`src/rtl/swt_pkg.sv`:
```
// Package with addresses, field positions, reset values and codes of the split/wide timer.
package swt_pkg;
  // ==========================================================================
  // Register addresses
  // ==========================================================================
  localparam logic [7:0] ADDR_CTRL = 8'hC8;
  localparam logic [7:0] ADDR_RELOAD_LOW = 8'hCA;
  localparam logic [7:0] ADDR_RELOAD_HIGH = 8'hCB;
  localparam logic [7:0] ADDR_COUNT_LOW = 8'hCC;
  localparam logic [7:0] ADDR_COUNT_HIGH = 8'hCD;
  // ==========================================================================
  // Control register fields
  // ==========================================================================
  localparam int BIT_HIGH_FLAG = 7;
  localparam int BIT_LOW_FLAG = 6;
  localparam int BIT_LOW_IRQ_EN = 5;
  localparam int BIT_SPLIT = 4;
  localparam int BIT_HIGH_CAP = 3;
  localparam int BIT_LOW_CAP = 2;
  localparam int BIT_HIGH_RUN = 1;
  localparam int BIT_LOW_RUN = 0;
  // ==========================================================================
  // Reset values and constants
  // ==========================================================================
  localparam logic [7:0] CTRL_RESET = 8'h00;
  localparam logic [7:0] BYTE_RESET = 8'h00;
  localparam logic [7:0] BYTE_ALL_ONES = 8'hFF;
  localparam int SYNC_STAGES = 2;
  // ==========================================================================
  // Capture edge selection codes
  // ==========================================================================
  localparam logic [1:0] EDGE_NONE = 2'h0;
  localparam logic [1:0] EDGE_RISE = 2'h1;
  localparam logic [1:0] EDGE_FALL = 2'h2;
  localparam logic [1:0] EDGE_BOTH = 2'h3;
endpackage : swt_pkg

```
`src/rtl/swt_edge_detect.sv`:
```
// Synchroniser and programmable edge detector for the capture event pin.
`timescale 1ns/1ns
module swt_edge_detect (
  input wire logic clk_in,
  input wire logic rst_n_in,
  input wire logic pin_in,
  input wire logic [1:0] edge_mode_in,
  output logic event_out
);
  logic [1:0] sync_reg;
  logic [1:0] sync_next;
  logic prev_reg;
  logic prev_next;
  logic event_reg;
  logic event_next;
  logic rise;
  logic fall;

  // ==========================================================================
  // Edge selection
  // ==========================================================================
  always_comb begin
    sync_next = {sync_reg[0], pin_in};
    prev_next = sync_reg[1];
    rise = sync_reg[1] & ~prev_reg;
    fall = ~sync_reg[1] & prev_reg;
    event_next = 1'b0;
    if (edge_mode_in == swt_pkg::EDGE_RISE) begin
      event_next = rise;
    end else if (edge_mode_in == swt_pkg::EDGE_FALL) begin
      event_next = fall;
    end else if (edge_mode_in == swt_pkg::EDGE_BOTH) begin
      event_next = rise | fall;
    end
  end

  always_ff @(posedge clk_in) begin
    if (!rst_n_in) begin
      sync_reg <= 2'h0;
      prev_reg <= 1'b0;
      event_reg <= 1'b0;
    end else begin
      sync_reg <= sync_next;
      prev_reg <= prev_next;
      event_reg <= event_next;
    end
  end

  assign event_out = event_reg;
endmodule : swt_edge_detect

```
`src/rtl/swt_half_counter.sv`:
```
// Next-value logic for one 8-bit half of the timer counter.
`timescale 1ns/1ns
module swt_half_counter #(
  parameter int WIDTH = 8
) (
  input wire logic [WIDTH-1:0] count_in,
  input wire logic [WIDTH-1:0] reload_in,
  input wire logic inc_in,
  input wire logic load_in,
  output logic [WIDTH-1:0] count_out,
  output logic wrap_out
);
  // ==========================================================================
  // Increment, wrap and reload
  // ==========================================================================
  always_comb begin
    wrap_out = inc_in & (&count_in);
    count_out = count_in;
    if (load_in) begin
      count_out = reload_in;
    end else if (inc_in) begin
      count_out = count_in + {{(WIDTH-1){1'b0}}, 1'b1};
    end
  end
endmodule : swt_half_counter

```
`src/rtl/swt_timer_top.sv`:
```
// Control, flags and counters of a 16-bit timer that splits into two 8-bit halves.
// Notes on behaviour
// - High flag sets on high half overflow in timer mode, wide timer overflow, or high-half or wide capture.
// - High flag is cleared only by software writing zero.
// - Low flag sets on low overflow in timer mode or low capture.
// - Wide timer mode still sets low flag on every low byte overflow.
// - Wide capture mode sets low flag on 16-bit overflow, a seventeenth bit.
// - Wide capture mode sets high flag on each capture event.
// - Interrupt is high flag OR (low flag AND low interrupt enable).
// - Split bit zero gives one 16-bit timer under low-half controls.
// - High capture select acts only when split; ignored in wide configuration.
// - Low capture select makes low half, or whole wide timer, capture.
// - Control register at C8, bit addressable, all bits read/write, reset zero.
// - High run enables high byte when split; low run enables low or whole.
// - Capture event is the programmed rise, fall or both edge on the pin.
// - Wide timer wrap from all ones loads the 16-bit reload pair.
// - Capture copies count bytes into reload bytes, even while stopped.
`timescale 1ns/1ns
module swt_timer_top (
  input wire logic clk_in,
  input wire logic rst_n_in,
  input wire logic [7:0] sfr_addr_in,
  input wire logic sfr_wr_in,
  input wire logic [7:0] sfr_wdata_in,
  input wire logic sfr_bit_wr_in,
  input wire logic [2:0] sfr_bit_sel_in,
  input wire logic sfr_bit_val_in,
  input wire logic sfr_rd_in,
  input wire logic low_tick_in,
  input wire logic high_tick_in,
  input wire logic capture_pin_in,
  input wire logic [1:0] capture_edge_in,
  output logic [7:0] sfr_rdata_out,
  output logic irq_out
);
  logic [7:0] ctrl_reg;
  logic [7:0] ctrl_next;
  logic [7:0] rl_low_reg;
  logic [7:0] rl_low_next;
  logic [7:0] rl_high_reg;
  logic [7:0] rl_high_next;
  logic [7:0] cnt_low_reg;
  logic [7:0] cnt_low_next;
  logic [7:0] cnt_high_reg;
  logic [7:0] cnt_high_next;
  logic [7:0] rdata_reg;
  logic [7:0] rdata_next;
  logic [7:0] sw_ctrl;
  logic [7:0] cnt_low_calc;
  logic [7:0] cnt_high_calc;
  logic cap_event;
  logic split;
  logic low_cap;
  logic high_cap;
  logic wide_timer;
  logic wide_cap;
  logic inc_low;
  logic inc_high;
  logic wrap_low;
  logic wrap_high;
  logic load_low;
  logic load_high;
  logic cap_low;
  logic cap_high;
  logic set_high;
  logic set_low;
  logic ctrl_sel;
  logic bit_wr;

  // ==========================================================================
  // Capture event
  // ==========================================================================
  swt_edge_detect u_edge (
    .clk_in(clk_in),
    .rst_n_in(rst_n_in),
    .pin_in(capture_pin_in),
    .edge_mode_in(capture_edge_in),
    .event_out(cap_event)
  );

  // ==========================================================================
  // Mode decode
  // ==========================================================================
  assign split = ctrl_reg[swt_pkg::BIT_SPLIT];
  assign low_cap = ctrl_reg[swt_pkg::BIT_LOW_CAP];
  assign high_cap = split & ctrl_reg[swt_pkg::BIT_HIGH_CAP];
  assign wide_timer = ~split & ~low_cap;
  assign wide_cap = ~split & low_cap;
  assign inc_low = ctrl_reg[swt_pkg::BIT_LOW_RUN] & low_tick_in;
  assign inc_high = split ? (ctrl_reg[swt_pkg::BIT_HIGH_RUN] & high_tick_in)
                          : wrap_low;
  assign load_low = split ? (~low_cap & wrap_low) : (wide_timer & wrap_high);
  assign load_high = split ? (~high_cap & wrap_high) : (wide_timer & wrap_high);
  assign cap_low = cap_event & low_cap;
  assign cap_high = cap_event & (split ? high_cap : low_cap);

  swt_half_counter #(.WIDTH(8)) u_low (
    .count_in(cnt_low_reg),
    .reload_in(rl_low_reg),
    .inc_in(inc_low),
    .load_in(load_low),
    .count_out(cnt_low_calc),
    .wrap_out(wrap_low)
  );

  swt_half_counter #(.WIDTH(8)) u_high (
    .count_in(cnt_high_reg),
    .reload_in(rl_high_reg),
    .inc_in(inc_high),
    .load_in(load_high),
    .count_out(cnt_high_calc),
    .wrap_out(wrap_high)
  );

  // ==========================================================================
  // Flag events
  // ==========================================================================
  always_comb begin
    set_high = 1'b0;
    set_low = 1'b0;
    if (split) begin
      set_high = high_cap ? cap_event : wrap_high;
      set_low = low_cap ? cap_event : wrap_low;
    end else if (low_cap) begin
      set_high = cap_event;
      set_low = wrap_high;
    end else begin
      set_high = wrap_high;
      set_low = wrap_low;
    end
  end

  // ==========================================================================
  // Register file
  // ==========================================================================
  assign ctrl_sel = sfr_addr_in == swt_pkg::ADDR_CTRL;
  assign bit_wr = sfr_bit_wr_in & ctrl_sel;

  always_comb begin
    sw_ctrl = ctrl_reg;
    if (sfr_wr_in && ctrl_sel) begin
      sw_ctrl = sfr_wdata_in;
    end else if (bit_wr) begin
      sw_ctrl[sfr_bit_sel_in] = sfr_bit_val_in;
    end
    ctrl_next = sw_ctrl;
    ctrl_next[swt_pkg::BIT_HIGH_FLAG] = sw_ctrl[swt_pkg::BIT_HIGH_FLAG] | set_high;
    ctrl_next[swt_pkg::BIT_LOW_FLAG] = sw_ctrl[swt_pkg::BIT_LOW_FLAG] | set_low;
    rl_low_next = rl_low_reg;
    rl_high_next = rl_high_reg;
    if (sfr_wr_in && sfr_addr_in == swt_pkg::ADDR_RELOAD_LOW) begin
      rl_low_next = sfr_wdata_in;
    end
    if (sfr_wr_in && sfr_addr_in == swt_pkg::ADDR_RELOAD_HIGH) begin
      rl_high_next = sfr_wdata_in;
    end
    if (cap_low) begin
      rl_low_next = cnt_low_reg;
    end
    if (cap_high) begin
      rl_high_next = cnt_high_reg;
    end
    cnt_low_next = cnt_low_calc;
    cnt_high_next = cnt_high_calc;
    if (sfr_wr_in && sfr_addr_in == swt_pkg::ADDR_COUNT_LOW) begin
      cnt_low_next = sfr_wdata_in;
    end
    if (sfr_wr_in && sfr_addr_in == swt_pkg::ADDR_COUNT_HIGH) begin
      cnt_high_next = sfr_wdata_in;
    end
    rdata_next = rdata_reg;
    if (sfr_rd_in) begin
      if (ctrl_sel) begin
        rdata_next = ctrl_reg;
      end else if (sfr_addr_in == swt_pkg::ADDR_RELOAD_LOW) begin
        rdata_next = rl_low_reg;
      end else if (sfr_addr_in == swt_pkg::ADDR_RELOAD_HIGH) begin
        rdata_next = rl_high_reg;
      end else if (sfr_addr_in == swt_pkg::ADDR_COUNT_LOW) begin
        rdata_next = cnt_low_reg;
      end else if (sfr_addr_in == swt_pkg::ADDR_COUNT_HIGH) begin
        rdata_next = cnt_high_reg;
      end else begin
        rdata_next = swt_pkg::BYTE_RESET;
      end
    end
  end

  always_ff @(posedge clk_in) begin
    if (!rst_n_in) begin
      ctrl_reg <= swt_pkg::CTRL_RESET;
      rl_low_reg <= swt_pkg::BYTE_RESET;
      rl_high_reg <= swt_pkg::BYTE_RESET;
      cnt_low_reg <= swt_pkg::BYTE_RESET;
      cnt_high_reg <= swt_pkg::BYTE_RESET;
      rdata_reg <= swt_pkg::BYTE_RESET;
    end else begin
      ctrl_reg <= ctrl_next;
      rl_low_reg <= rl_low_next;
      rl_high_reg <= rl_high_next;
      cnt_low_reg <= cnt_low_next;
      cnt_high_reg <= cnt_high_next;
      rdata_reg <= rdata_next;
    end
  end

  assign sfr_rdata_out = rdata_reg;
  assign irq_out = ctrl_reg[swt_pkg::BIT_HIGH_FLAG] |
                   (ctrl_reg[swt_pkg::BIT_LOW_FLAG] & ctrl_reg[swt_pkg::BIT_LOW_IRQ_EN]);

  // ==========================================================================
  // Checks
  // ==========================================================================
  logic no_cnt_wr;
  assign no_cnt_wr = ~(sfr_wr_in &&
                       (sfr_addr_in == swt_pkg::ADDR_COUNT_LOW ||
                        sfr_addr_in == swt_pkg::ADDR_COUNT_HIGH));
endmodule : swt_timer_top
```
`config.mk`:
```
export PLATFORM = sky130hd
export DESIGN_NAME = swt_timer_top
export DESIGN_NICKNAME = d
export VERILOG_FILES = /design/src/rtl/swt_pkg.sv /design/src/rtl/swt_edge_detect.sv /design/src/rtl/swt_half_counter.sv /design/src/rtl/swt_timer_top.sv
export SDC_FILE = /design/constraint.sdc
export NUM_CORES = 1
export LEC_CHECK = 0
export BUFFER_PORTS_ARGS = -buffer_cell sky130_fd_sc_hd__buf_2
export CORE_ASPECT_RATIO = 1.75
export CORE_MARGIN = 3
export CORE_UTILIZATION = 30
export DETAILED_ROUTE_END_ITERATION = 10
export PLACE_DENSITY_LB_ADDON = 0.15
export SYNTH_ARGS = -nofsm -noshare
export SYNTH_HDL_FRONTEND = slang
export SYNTH_HIERARCHICAL = 1
export SYNTH_SLANG_ARGS = --single-unit
```
`constraint.sdc`:
```
create_clock -name clk_in -period 3 [get_ports clk_in]
set_input_delay 0.6 -clock clk_in [delete_from_list [all_inputs] [get_ports clk_in]]
set_output_delay 0.6 -clock clk_in [all_outputs]
set_load 0.05 [all_outputs]
```
Yosys cells after proc, flatten, opt, wreduce, memory -nomap -nowiden. Cells that the tools add are included.

Add/subtract/negate cells: 2. Order comparisons: 2. Eq/ne operators: 8. Multiplexer cells: 33. Bitwise gates (word level): 24. Reductions and logical operators: 13.

Operator list (number): 2-to-1 mux 8 bit (17); equality test 8 bit (second input constant) (5); adder 8 x 1 -> 8 bit (second input constant) (2); AND reduction 8 bit (2); bitwise AND 1 bit (15); 2-to-1 mux 1 bit (14); bitwise mux 8 bit (1); logical AND 1 bit (6); nonzero test 2 bit (3); nonzero test 3 bit (2); NOT 1 bit (5); equality test 2 bit (second input constant) (2); less-than comparator 3 x 4 -> 1 bit (second input constant) (1); bitwise OR 1 bit (4); demux 1 bit (select 3 bit) (1); greater-or-equal comparator 3 x 1 -> 1 bit (second input constant) (1); equality test 2 x 1 -> 1 bit (second input constant) (1).

Bits in registers: 52. Bits of input ports: 30. Output and inout port bits: 9. Logic and storage cells: 92.

Logic depth before layout (Yosys ltp).
Depth in word-level cells: 8. Depth in mapped cells: 17. Gate-level depth less buffers: 14.

By module. The synthesis kept the hierarchy.

Modules (own cells, without submodules): swt_timer_top (instances 1, cells an instance 304, area each 2595.0 sq um); swt_half_counter (instances 2, cells an instance 43, area each 257.7 sq um); swt_edge_detect (instances 1, cells an instance 16, area each 158.9 sq um).

Worst setup path before layout. OpenSTA, ideal clock, no wires.

Kind: input-to-reg. Start: input port low_tick_in. End: register cnt_high_reg[3]. Library setup time: 0.128 ns. Arrival time: 2.662 ns. Data required time: 2.872 ns. Path slack: 0.210 ns. Cell stages on the path: 16. Buffers on the path: 4. Cells stage by stage: and2_1 -> buf_4 -> nand3_1 -> nor3_1 -> inv_1 -> o21ai_0 -> buf_4 -> nand3_1 -> nor3_1 -> inv_1 -> nor2_1 -> buf_4 -> buf_4 -> o21ai_1 -> mux2i_1 -> nor2_1.

Word-level cells in the longest chain between the ends: 8. Elaborated cells between the ends (all ways): 10.

RTL lines: start, declared (RTL line swt_timer_top.sv:29) `input wire logic low_tick_in,`; bitwise AND 1 bit (*) (RTL line swt_timer_top.sv:89) `assign inc_low = ctrl_reg[swt_pkg::BIT_LOW_RUN] & low_tick_in;`; bitwise AND 1 bit (*) (RTL line swt_half_counter.sv:17) `wrap_out = inc_in & (&count_in);`; net wrap_low (RTL line swt_timer_top.sv:59) `logic wrap_low;`; 2-to-1 mux 1 bit (*) (RTL line swt_timer_top.sv:90) `assign inc_high = split ? (ctrl_reg[swt_pkg::BIT_HIGH_RUN] & high_tick_in)`; net inc_high (RTL line swt_timer_top.sv:58) `logic inc_high;`; bitwise AND 1 bit (*) (RTL line swt_half_counter.sv:17); net wrap_high (RTL line swt_timer_top.sv:60) `logic wrap_high;`; bitwise AND 1 bit (RTL line swt_timer_top.sv:93) `assign load_high = split ? (~high_cap & wrap_high) : (wide_timer & wrap_high);`; 2-to-1 mux 1 bit (*) (RTL line swt_timer_top.sv:93); net load_high (RTL line swt_timer_top.sv:62) `logic load_high;`; 2-to-1 mux 8 bit (*) (RTL line swt_half_counter.sv:19) `if (load_in) begin`; net cnt_high_calc[3] (RTL line swt_timer_top.sv:50) `logic [7:0] cnt_high_calc;`; 2-to-1 mux 8 bit (*) (RTL line swt_timer_top.sv:168) `if (sfr_wr_in && sfr_addr_in == swt_pkg::ADDR_COUNT_HIGH) begin`; end signal, assigned (RTL line swt_timer_top.sv:195) `cnt_high_reg <= swt_pkg::BYTE_RESET;`; end signal, assigned (RTL line swt_timer_top.sv:202) `cnt_high_reg <= cnt_high_next;`; end, declared (RTL line swt_timer_top.sv:44) `logic [7:0] cnt_high_reg;`.

The timed path passes the listed nets; every way through them passes the cells marked *. A chain may end at the register's enable or synchronous reset.

Final worst setup path.
Start: register ctrl_reg[0]. End: register cnt_high_reg[6].

Word-level cells in the longest chain between the ends: 8. Elaborated cells between the ends (all ways): 10.

RTL lines: start, declared (RTL line swt_timer_top.sv:36) `logic [7:0] ctrl_reg;`; start signal, assigned (RTL line swt_timer_top.sv:191) `ctrl_reg <= swt_pkg::CTRL_RESET;`; start signal, assigned (RTL line swt_timer_top.sv:198) `ctrl_reg <= ctrl_next;`; bitwise AND 1 bit (*) (RTL line swt_timer_top.sv:89); net inc_low (RTL line swt_timer_top.sv:57) `logic inc_low;`; bitwise AND 1 bit (*) (RTL line swt_half_counter.sv:17); net wrap_low (RTL line swt_timer_top.sv:59); 2-to-1 mux 1 bit (*) (RTL line swt_timer_top.sv:90); net inc_high (RTL line swt_timer_top.sv:58); bitwise AND 1 bit (*) (RTL line swt_half_counter.sv:17); net wrap_high (RTL line swt_timer_top.sv:60); bitwise AND 1 bit (RTL line swt_timer_top.sv:93); 2-to-1 mux 1 bit (*) (RTL line swt_timer_top.sv:93); net load_high (RTL line swt_timer_top.sv:62); 2-to-1 mux 8 bit (*) (RTL line swt_half_counter.sv:19); net cnt_high_calc[6] (RTL line swt_timer_top.sv:50); 2-to-1 mux 8 bit (*) (RTL line swt_timer_top.sv:168).

Marks and branches as above.

==> flow_summary.toml <==
[cells_and_area]
design_area_um2 = 3809
n_antenna_cell = 0
nets = 481
syn2layout_area_growth_pct = 16.49
drive_above_1_share = 0.1741

[cts]
root_buffer = "clkbuf_16"
cts_tree = "built"
postCtsHoldBufs = 0
cts.sinks = 52
cts_resized = 0
clk_pin_slew_ns = 0.07
cts_buffer_depth = 2
clkLatencyLatePin_ns = 0.30
cts_setup_buffers = 0
cts_buffers = 5
cts_max_level = 2

[setup_path]
crit_type = "flip-flop to flip-flop"
path_buf_inv = 3
r2r_cells = 15
crit_path_end_kind = "flip-flop"
crit_fanout = 8
cp_top_family = "simple AND/OR/NAND/NOR gates"
ff2ff_setup_slack_ns = 0.34
cp.required_ns = 3.15
path_cells = "and2_1, nand3_1, nor3_1, inv_1, o21ai_0, nand3_1, nor3_2, inv_1, nor2_1, buf_4, nor2b_1, o21ai_1, nand3_1, mux2i_1, nor2_1"
startpoint_type = "flip-flop"
r2r_end = "cnt_high_reg[6]"
crit_arrival_ns = 2.81
rr_startpoint = "ctrl_reg[0]"
crit_top_cell = "nand3_1"
crit_path_top_delay_cell = "dfxtp_1"
max_stage_delay_ns = 0.39

[yosys]
ys_top_cells_by_area = "dfxtp_1 (32%), mux2i_1 (11%), o21ai_0 (4.7%)"
yosysMostFrequentCell = "dfxtp_1"
synth_top_area_share = 0.3184
synthArstFlopShare = 0
ys_warn_count = 6
mappedNetlistArea_um2 = 3269
syn_avg_cell_area_um2 = 8.053
synth_largest_area_cell = "dfxtp_1"
synth-seq-area-share = 0.3184
mappedNetlistNets = 440
synth_cell_types = 52
synthTopCellsByCount = "dfxtp_1 (52), mux2i_1 (37), nand2_1 (36), o21ai_0 (31), nor2_1 (28)"
synth_flop_cell = "dfxtp_1"
syn_inst = 406
synth-edff-count = 0
ys_seq_elements = 52

[route]
drtPass1Iterations = 5
num_vias = 3153
wl_per_cell_um = 19.14
ant_nets = 0
wl_um = 11010
viasPerCell = 5.483
drt_first_iter_violations = 226
drc = 0

[timing]
fin_crit_sh = 0.8863
setup_tns_ns = 0
worst_clock_skew_ns = 0.007497
period_minus_slack_ns = 2.659
rsz0062_at_grt = "false"
timing.hold.ws_ns = 0.4429
setup_violations = 0
worst_pin_slew_ns = 0.8355
slew_violations = 0
max-slew-margin-rel = 0.4430
setup_ws_ns = 0.3410
finalHoldViolations = 0
fmax_ghz = 0.3761

[grt]
grt_pass1_wl_um = 17380
grt_remaining_overflow = 0
grt_usage = 0.1839
grt_pass1_vias = 3178
grt_max_degree = 25
antenna_found_initial = 0

[placement]
placedInstanceArea_um2 = 3657
numPortBuffers = 38
dpl.hpwl_um = 8522
globalplace.congestion = 0.8183
place_ws_ns = 0.03319

[pwr]
leakage_nw = 1.572
peakVddDrop_uv = 227.5
cellPowerDensity_nw_per_um2 = 373.1

[floorplanning]
rows = 49
core_um2 = 10480
initial_core_util = 0.3119
die_h_um = 144.1
die_area_um2 = 12240
dieWidth_um = 84.92
ioPinCount = 39

[outcome]
status = "finished clean"

[hold_path]
hold_path_end = "u_edge/sync_reg[1]"
worstHoldPathType = "flip-flop to flip-flop"
hp-start = "u_edge/sync_reg[0]"
hold_depth = 1

[flow_run]
maxCapViolCount = 0
## per-layer routing
| metal | global-route usage | part of all wire | vias up |
|---|---|---|---|
| met4 | 0.07089 | 0.024 | 0 |
| met5 | 0 | 0 | - |
| met1 | 0.2082 | 0.40 | 1492 |
| met2 | 0.3474 | 0.54 | 77 |
| met3 | 0.02109 | 0.037 | 13 |
| li1 | - | - | 1571 |
## final cells by class
class	count	area [µm²]
sequential	52	1041
timing repair buffer	61	375.4
inverter	10	37.54
fill	1109	6675
multi-input combinational	317	2049
clock buffer	8	146.4
tap	127	158.9
## how the worst max path moves through the flow
stage / from / endpoint / slack [ns] / depth (start not counted)
5_1_grt: ctrl_reg[0] / cnt_high_reg[5] / 0.06 / 15
4_1_cts: ctrl_reg[0] / cnt_high_reg[6] / 0.26 / 15
2_1_floorplan: low_tick_in / cnt_high_reg[3] / 0.21 / 16
3_5_place_dp: low_tick_in / cnt_high_reg[5] / 0.03 / 16
6_report: ctrl_reg[0] / cnt_high_reg[6] / 0.34 / 15
3_3_place_gp: low_tick_in / cnt_high_reg[5] / 0.07 / 16
## metrics by stage
step / total power [mW] / instances / utilization
2_1_floorplan: 0.7827 / 406 / -
3_3_place_gp: 0.8441 / 567 / 0.3488
3_5_place_dp: 0.8449 / 567 / 0.3488
4_1_cts: 1.430 / 575 / 0.3628
5_1_grt: 1.466 / 575 / 0.3633
6_report: 1.421 / 575 / 0.3633
## logic make-up after synthesis
group                    share of synthesized area
AO/OA/AOI/OAI                               0.2178
XOR/XNOR                                   0.02143
adder cells (fa/ha/maj)                    0.01531
buffers and inverters                      0.05625
flip-flops                                  0.3184
multiplexers                                0.1271
AND/OR/NAND/NOR                             0.2438
## cell usage in the layout (no fill, tap or decap), types with 3 or more instances in the layout
cell and count:
a211oi_1 12, a21oi_1 20, a22oi_1 9, a31oi_1 6, a32o_1 6, and2_1 7, buf_2 38, buf_4 22
clkbuf_16 5, dfxtp_1 52, ha_1 4, inv_1 9, mux2_2 4, mux2i_1 37, nand2_1 36, nand2b_1 3
nand3_1 14, nand4_1 6, nor2_1 28, nor2b_1 11, nor3_1 12, nor4_1 3, o21ai_0 31, o21ai_1 14
o22ai_1 3, or3_1 5, or4_1 7, xor2_1 6
## where the power goes
group          total (mW)  internal, mW  switching (mW)  leakage (nW)
Clock               0.592         0.334           0.258        0.0712
Sequential          0.696         0.693         0.00274         0.419
Combinational       0.133        0.0434          0.0898          1.08
Total                1.42          1.07           0.350          1.57
Note: power is estimated with default switching activity, not from simulation.
